## src/usb_setup_regs.vh

```
/*
  register offsets, field positions and reset values of the setup request bank.
  assumes a 16-bit cpu port addressed by byte offset; included by bare name.
*/
`ifndef USB_SETUP_REGS_VH
`define USB_SETUP_REGS_VH
`define DEVICE_ADDRESS_OFFSET 8'h50
`define SETUP_REQUEST_TYPE_OFFSET 8'h54
`define SETUP_REQUEST_VALUE_OFFSET 8'h56
`define DEVICE_ADDRESS_WIDTH 7
`define DEVICE_ADDRESS_RESET 7'h00
`define REQUEST_CODE_MSB 15
`define REQUEST_CODE_LSB 8
`define REQUEST_KIND_MSB 7
`define REQUEST_KIND_LSB 0
`define SETUP_FIELD_RESET 16'h0000
`define READ_IDLE_VALUE 16'h0000
`endif

```

## src/setup_send_tracker.v

```verilog
/*
  holds the host-role setup send-request flag.
  assumes the transfer engine pulses setup_done when the setup transaction ends.
*/
`include "usb_setup_regs.vh"
module setup_send_tracker (
  input wire clk,        // controller clock
  input wire rst,        // synchronous reset, active high
  input wire host_mode,  // 1 while host role is selected
  input wire set_req,    // software writes the flag to 1
  input wire setup_done, // setup transaction finished on the bus
  output reg busy        // setup send-request flag
);
  always @(posedge clk) begin
    if (rst) begin
      busy <= 1'b0;
    end else if (!host_mode) begin
      busy <= 1'b0;
    end else if (busy && setup_done) begin
      busy <= 1'b0;
    end else if (set_req) begin
      busy <= 1'b1;
    end
  end
endmodule

```

## src/usb_setup_request_regs.v

```verilog
/*
  device address and setup request fields of a dual-role usb controller.
  assumes a synchronous 16-bit cpu register port with read and write strobes,
  and a link engine that reports received setup fields and bus events as pulses.
*/
`include "usb_setup_regs.vh"
// Notes on behaviour
// - in peripheral role a normally completed set-address request loads the address field.
// - in peripheral role a usb bus reset clears the address field to zero.
// - in host role the address field is unused and nothing depends on it.
// - in host role software raises the send-request flag, then leaves the fields until it clears.
// - in peripheral role each received request code is kept readable in the request register.
// - in peripheral role software writes to the captured request fields are ignored.
// - the request register holds code in bits 15-8 and type in bits 7-0, both reset to zero.
// - the 16-bit value register holds the setup value per role and resets to zero.
// - the low byte of the value sits in bits 7-0 of the value register.
module usb_setup_request_regs (
  input wire clk,                // controller clock, 125 MHz
  input wire rst,                // synchronous reset, active high
  input wire host_mode,          // 1 host role, 0 peripheral role
  input wire [7:0] cpu_addr,     // byte offset of the register
  input wire cpu_wr,             // write strobe, one cycle
  input wire cpu_rd,             // read strobe, one cycle
  input wire [15:0] cpu_wdata,   // write data
  output reg [15:0] cpu_rdata,   // read data, valid the cycle after cpu_rd
  input wire setup_rx,           // setup fields received, one cycle
  input wire [7:0] rx_type,      // received request type byte
  input wire [7:0] rx_code,      // received request code byte
  input wire [15:0] rx_value,    // received value
  input wire set_addr_done,      // set-address status stage completed normally
  input wire [6:0] new_address,  // address carried by the set-address request
  input wire bus_reset,          // usb reset detected, one cycle
  input wire send_req_set,       // software sets the send-request flag
  input wire setup_done,         // host setup transaction finished
  output reg [6:0] device_address_field, // current device address
  output reg [15:0] setup_request_type_reg, // request code and type to the engine
  output reg [15:0] setup_request_value_reg, // value to the engine
  output reg setup_send_request_flag, // send request pending
  output reg send_start          // one-cycle start pulse to the engine
);
  wire flag;
  wire host_wr;
  wire sel_address;
  wire sel_type;
  wire sel_value;
  wire capture;
  wire address_clear;
  wire address_load;
  wire send_rise;
  wire [7:0] wdata_high;
  wire [7:0] wdata_low;
  wire [7:0] rx_value_high;
  wire [7:0] rx_value_low;
  reg flag_q;
  reg [6:0] next_device_address_field;
  reg [15:0] next_setup_request_type_reg;
  reg [15:0] next_setup_request_value_reg;
  reg [15:0] next_rdata;
  reg [15:0] next_cpu_rdata;
  reg next_setup_send_request_flag;
  reg next_flag_q;
  reg next_send_start;

  function hit;
    input [7:0] a;
    input [7:0] off;
    begin
      hit = (a == off);
    end
  endfunction

  // request word: code byte above the kind byte
  function [15:0] pack_request;
    input [7:0] code;
    input [7:0] kind;
    begin
      pack_request = `SETUP_FIELD_RESET;
      pack_request[`REQUEST_CODE_MSB:`REQUEST_CODE_LSB] = code;
      pack_request[`REQUEST_KIND_MSB:`REQUEST_KIND_LSB] = kind;
    end
  endfunction

  // value word: low byte in bits 7-0
  function [15:0] pack_value;
    input [7:0] high;
    input [7:0] low;
    begin
      pack_value = {high, low};
    end
  endfunction

  // the upper bits of the address register read as zero
  function [15:0] widen_address;
    input [6:0] addr;
    begin
      widen_address = {9'h000, addr};
    end
  endfunction

  function [7:0] high_byte;
    input [15:0] word;
    begin
      high_byte = word[15:8];
    end
  endfunction

  function [7:0] low_byte;
    input [15:0] word;
    begin
      low_byte = word[7:0];
    end
  endfunction

  assign sel_address = hit(cpu_addr, `DEVICE_ADDRESS_OFFSET);
  assign sel_type = hit(cpu_addr, `SETUP_REQUEST_TYPE_OFFSET);
  assign sel_value = hit(cpu_addr, `SETUP_REQUEST_VALUE_OFFSET);

  assign wdata_high = high_byte(cpu_wdata);
  assign wdata_low = low_byte(cpu_wdata);
  assign rx_value_high = high_byte(rx_value);
  assign rx_value_low = low_byte(rx_value);

  // address and capture events count in peripheral role only
  assign capture = !host_mode && setup_rx;
  assign address_clear = !host_mode && bus_reset;
  // a usb reset beats a set-address finishing in the same cycle
  assign address_load = !host_mode && set_addr_done && !bus_reset;

  // fields are locked while a send is pending so the engine sees stable values
  assign host_wr = cpu_wr && host_mode && !flag;
  assign send_rise = flag && !flag_q;

  setup_send_tracker u_tracker (
    .clk(clk),
    .rst(rst),
    .host_mode(host_mode),
    .set_req(send_req_set),
    .setup_done(setup_done),
    .busy(flag)
  );

  always @* begin
    next_device_address_field = device_address_field;
    if (address_clear) begin
      next_device_address_field = `DEVICE_ADDRESS_RESET;
    end else if (address_load) begin
      next_device_address_field = new_address;
    end
  end

  // a capture and a host write cannot meet: they need opposite roles
  always @* begin
    next_setup_request_type_reg = setup_request_type_reg;
    if (capture) begin
      next_setup_request_type_reg = pack_request(rx_code, rx_type);
    end else if (host_wr && sel_type) begin
      next_setup_request_type_reg = pack_request(wdata_high, wdata_low);
    end
  end

  always @* begin
    next_setup_request_value_reg = setup_request_value_reg;
    if (capture) begin
      next_setup_request_value_reg = pack_value(rx_value_high, rx_value_low);
    end else if (host_wr && sel_value) begin
      next_setup_request_value_reg = pack_value(wdata_high, wdata_low);
    end
  end

  always @* begin
    next_rdata = `READ_IDLE_VALUE;
    if (sel_address) begin
      next_rdata = widen_address(device_address_field);
    end else if (sel_type) begin
      next_rdata = setup_request_type_reg;
    end else if (sel_value) begin
      next_rdata = setup_request_value_reg;
    end
  end

  // read data stays until the next read strobe, so software may sample it late
  always @* begin
    next_cpu_rdata = cpu_rdata;
    if (cpu_rd) begin
      next_cpu_rdata = next_rdata;
    end
  end

  // the port flag lags the internal one by a cycle; the start pulse marks its rise
  always @* begin
    next_setup_send_request_flag = flag;
    next_flag_q = flag;
    next_send_start = send_rise;
  end

  always @(posedge clk) begin
    if (rst) begin
      device_address_field <= `DEVICE_ADDRESS_RESET;
    end else begin
      device_address_field <= next_device_address_field;
    end
  end

  always @(posedge clk) begin
    if (rst) begin
      setup_request_type_reg <= `SETUP_FIELD_RESET;
      setup_request_value_reg <= `SETUP_FIELD_RESET;
    end else begin
      setup_request_type_reg <= next_setup_request_type_reg;
      setup_request_value_reg <= next_setup_request_value_reg;
    end
  end

  always @(posedge clk) begin
    if (rst) begin
      cpu_rdata <= `READ_IDLE_VALUE;
    end else begin
      cpu_rdata <= next_cpu_rdata;
    end
  end

  always @(posedge clk) begin
    if (rst) begin
      setup_send_request_flag <= 1'b0;
      flag_q <= 1'b0;
      send_start <= 1'b0;
    end else begin
      setup_send_request_flag <= next_setup_send_request_flag;
      flag_q <= next_flag_q;
      send_start <= next_send_start;
    end
  end
endmodule

```

## config.mk

```make
export PLATFORM = sky130hd
export DESIGN_NAME = usb_setup_request_regs
export DESIGN_NICKNAME = d
export VERILOG_FILES = /design/src/setup_send_tracker.v /design/src/usb_setup_request_regs.v
export VERILOG_INCLUDE_DIRS = /design/src
export SDC_FILE = /design/constraint.sdc
export NUM_CORES = 1
export LEC_CHECK = 0
export BUFFER_PORTS_ARGS = -buffer_cell sky130_fd_sc_hd__buf_2
export CORE_UTILIZATION = 35
export CTS_CLUSTER_DIAMETER = 120
export DETAILED_ROUTE_END_ITERATION = 7
export GPL_ROUTABILITY_DRIVEN = 0
export PLACE_DENSITY = 0.73
export SYNTH_ARGS = -nofsm -noshare
export SYNTH_HDL_FRONTEND = slang
export SYNTH_SLANG_ARGS = --single-unit
```

## constraint.sdc

```tcl
create_clock -name clk -period 2.03 [get_ports clk]
set_input_delay 0.1015 -clock clk [delete_from_list [all_inputs] [get_ports clk]]
set_output_delay 0.1015 -clock clk [all_outputs]
set_load 0.005 [all_outputs]
```

==> insert_results.sql <==
INSERT INTO impl_metrics (metric_group, metric, value, unit) VALUES
('job', 'max_cap_viol_count', '0', ''),
('logic_synthesis', 'synth_seq_cells', '58', ''),
('global_route', 'first_global_vias', '2495', ''),
('critical_path', 'critPathMaxStageDelay', '0.55', 'ns'),
('drt', 'avgRoutedWirePerCell', '15.4', 'µm'),
('global_route', 'grt_max_degree', '39', ''),
('critical_path', 'crit_arrival', '1.96', 'ns'),
('logic_synthesis', 'synth_cell_type_count', '29', ''),
('sta', 'tightest_slew', '0.587', 'ns'),
('placed_design', 'dp_hpwl', '5930', 'µm'),
('die', 'dieWidth', '93.2', 'µm'),
('placed_design', 'io_buffers', '129', ''),
('logic_synthesis', 'postSynthNetCount', '354', ''),
('critical_path', 'worst_ep_required_time', '2.27', 'ns'),
('clock_tree', 'clkTransAtPathRegs', '0.06', 'ns'),
('global_route', 'grt_use_total', '18.5', '%'),
('logic_synthesis', 'yosys.area.top_type', 'dfxtp_1', ''),
('drt', 'routed_wl', '7860', 'µm'),
('logic_synthesis', 'syn_area_per_cell', '10.4', 'µm²'),
('logic_synthesis', 'async_flop_share', '0', '%'),
('clock_tree', 'total_clock_buffers_created_by_cts', '9', ''),
('clock_tree', 'htreeDepth', '3', ''),
('clock_tree', 'post_cts.repair.setup_buffers', '0', ''),
('die', 'floorplan.rows', '32', ''),
('logic_synthesis', 'yosys-mux-area-fraction', '17.0', '%'),
('die', 'floorplan.core_area', '7890', 'µm²'),
('drt', 'antenna_violating_nets_post_route', '0', ''),
('logic_synthesis', 'ys_seq_area_share', '39.9', '%'),
('power_and_ir_drop', 'power_density', '691', 'nW/µm²'),
('drt', 'drt_pass1_iterations', '4', ''),
('sta', 'setup_repair_after_global_routing_missed_its_margin', 'false', ''),
('logic_synthesis', 'synth_compound_gate_area_share', '18.4', '%'),
('critical_path', 'crit_path_end', 'setup_request_type_reg[7]', ''),
('clock_tree', 'hold_fix_buffer_count_after_cts', '1', ''),
('critical_path', 'critical_path.startpoint_type', 'register', ''),
('drt', 'post_drt_via_cell_ratio', '5.16', ''),
('global_route', 'globalRouteOverflowTotal', '0', ''),
('logic_synthesis', 'post_synth_fa_ha_maj_area_fraction', '0', '%'),
('sta', 'slew_headroom', '60.6', '%'),
('logic_synthesis', 'synth_top_cells_by_area', 'dfxtp_1 40%, mux2i_1 13%, nand4b_1 9.6%, o31ai_2 8.6%, mux2_2 4.3%', ''),
('logic_synthesis', 'synth_enable_flop_cells', '0', ''),
('clock_tree', 'cts_tree', 'yes', ''),
('clock_tree', 'ctsRootBufferMaster', 'clkbuf_8', ''),
('final_layout', 'synthToLayoutAreaGrowth', '32.5', '%'),
('drt', 'route.vias.total', '2632', ''),
('final_layout', 'antenna_cells', '0', ''),
('sta', 'timing.fmax', '582', 'MHz'),
('critical_path', 'critical_path.top_delay_family', 'simple AND/OR/NAND/NOR gates', ''),
('sta', 'setup_viol_count_final', '0', ''),
('critical_path', 'worst_path_buf_inv', '0', ''),
('critical_path', 'r2r.worst_path.cells', '4', ''),
('logic_synthesis', 'synth-xor-area-share', '0', '%'),
('logic_synthesis', 'synth_top_family_by_area', 'simple AND/OR/NAND/NOR gates', ''),
('drt', 'drc', '0', ''),
('power_and_ir_drop', 'p_leak', '1.85', 'nW'),
('critical_path', 'worst_r2r_startpoint', 'u_tracker.busy', ''),
('sta', 'final.period_utilization', '84.7', '%'),
('sta', 'report.final.hold_viol_count', '0', ''),
('clock_tree', 'insertion_delay', '0.33', 'ns'),
('final_layout', 'layout-drive-gt1-share', '46.8', '%'),
('clock_tree', 'clock-sinks', '58', ''),
('critical_path', 'worst_r2r_endpoint', 'setup_request_type_reg[7]', ''),
('sta', 'post-route-min-period', '1.72', 'ns'),
('power_and_ir_drop', 'p_total', '0.00266', 'W'),
('logic_synthesis', 'synth_ff_type', 'dfxtp_1', ''),
('outcome', 'run_status', 'finished, final reports clean', ''),
('logic_synthesis', 'basic_gate_share_of_the_synthesized_area_counting_and_or_nand_and_nor_cells', '18.5', '%'),
('global_route', 'grt_pass1_wl', '12300', 'µm'),
('critical_path', 'critical_path.slowest_cell', 'or4_4', ''),
('critical_path', 'critical_path_depth', '4', ''),
('power_and_ir_drop', 'power.ir.vdd_worst', '0.307', 'mV');
stage by stage:
| step | cell area (µm²) | TNS, ns | instances | worst slack, ns | util, % |
|---|---|---|---|---|---|
| after detailed placement | 3650 | 0 | 493 | 0.0911 | 46.2 |
| final | 3850 | 0 | 510 | 0.311 | 48.9 |
| after global placement | 3650 | 0 | 493 | 0.140 | 46.2 |
| after global routing | 3850 | 0 | 510 | 0.220 | 48.9 |
| after floorplan | 2920 | -0.0743 | 281 | -0.0411 | - |
| after CTS | 3850 | 0 | 510 | 0.316 | 48.9 |
layout make-up:
cell class,count,area [µm²],area share [%]
clock buffers,14,163,4.22
inverters,3,11.3,0.292
flip-flops and latches,58,1160,30.1
repair buffers,142,783,20.3
well taps,102,128,3.31
multi-input cells,189,1570,40.8
clock inverters,2,35.0,0.909
power by group:
group	total (W)	leakage, nW	switching, W	internal [W]
registers	0.00122	0.473	0.0000341	0.00118
clock network	0.00106	0.101	0.000426	0.000634
logic	0.000385	1.27	0.000193	0.000192
total	0.00266	1.85	0.000653	0.00201
tightest hold or removal path, cell delays in order:
cell and delay (ns):
buf_2 0.08, a22oi_1 0.05, nor2_1 0.07
cell families after synthesis:
group                  count (synthesis)
flip-flops                            58
AND/OR/NAND/NOR                       82
AO/OA/AOI/OAI                         59
buffers and inverters                 34
multiplexers                          48
metal layers:
| layer | vias to the layer above | share of wire [%] | global-route usage (%) | wire length (µm) |
|---|---|---|---|---|
| met4 | 0 | 1.3 | 7.82 | 100 |
| met1 | 1220 | 47 | 24.0 | 3680 |
| li1 | 1321 | - | - | - |
| met3 | 6 | 5.8 | 4.63 | 456 |
| met5 | - | 0 | 0 | 0 |
| met2 | 85 | 46 | 29.0 | 3620 |
cells in the mapped netlist (3+ instances only):
cell type / n
nand2_1: 3
a22oi_1: 16
dfxtp_1: 58
buf_6: 4
o31ai_2: 20
nor2b_1: 4
clkbuf_1: 21
nor2_1: 22
buf_1: 3
mux2_2: 11
mux2i_1: 37
o31ai_1: 12
inv_1: 3
nor3_1: 11
nand4b_1: 32
a211oi_1: 5
placed cells by master, fill, tap and decap left out, types with 2 or more instances in the layout:
cell / n
a31oi_1: 2
nor3_1: 11
buf_2: 129
a21oi_1: 2
clkbuf_1: 3
buf_12: 3
nor2b_1: 4
mux2_2: 11
nor2_1: 22
nand2_1: 2
o31ai_2: 20
or4_4: 2
nand4b_1: 32
nand3b_1: 2
inv_1: 3
o31ai_1: 12
a211oi_1: 5
and2_4: 2
buf_4: 9
mux2i_1: 37
clkbuf_8: 11
a22oi_1: 16
dfxtp_1: 58
how the worst min path moves through the flow:
stage                    from                 endpoint  slack (ns)  cells past startpoint
3_5_place_dp       setup_done           u_tracker.busy        0.32                      2
6_report       new_address[0]  device_address_field[0]        0.01                      3
4_1_cts        new_address[0]  device_address_field[0]       0.002                      3
3_3_place_gp       setup_done           u_tracker.busy        0.31                      2
2_1_floorplan      setup_done           u_tracker.busy        0.22                      1
5_1_grt        new_address[3]  device_address_field[3]        0.02                      3
No activity file was read; power rests on OpenSTA's default activity.
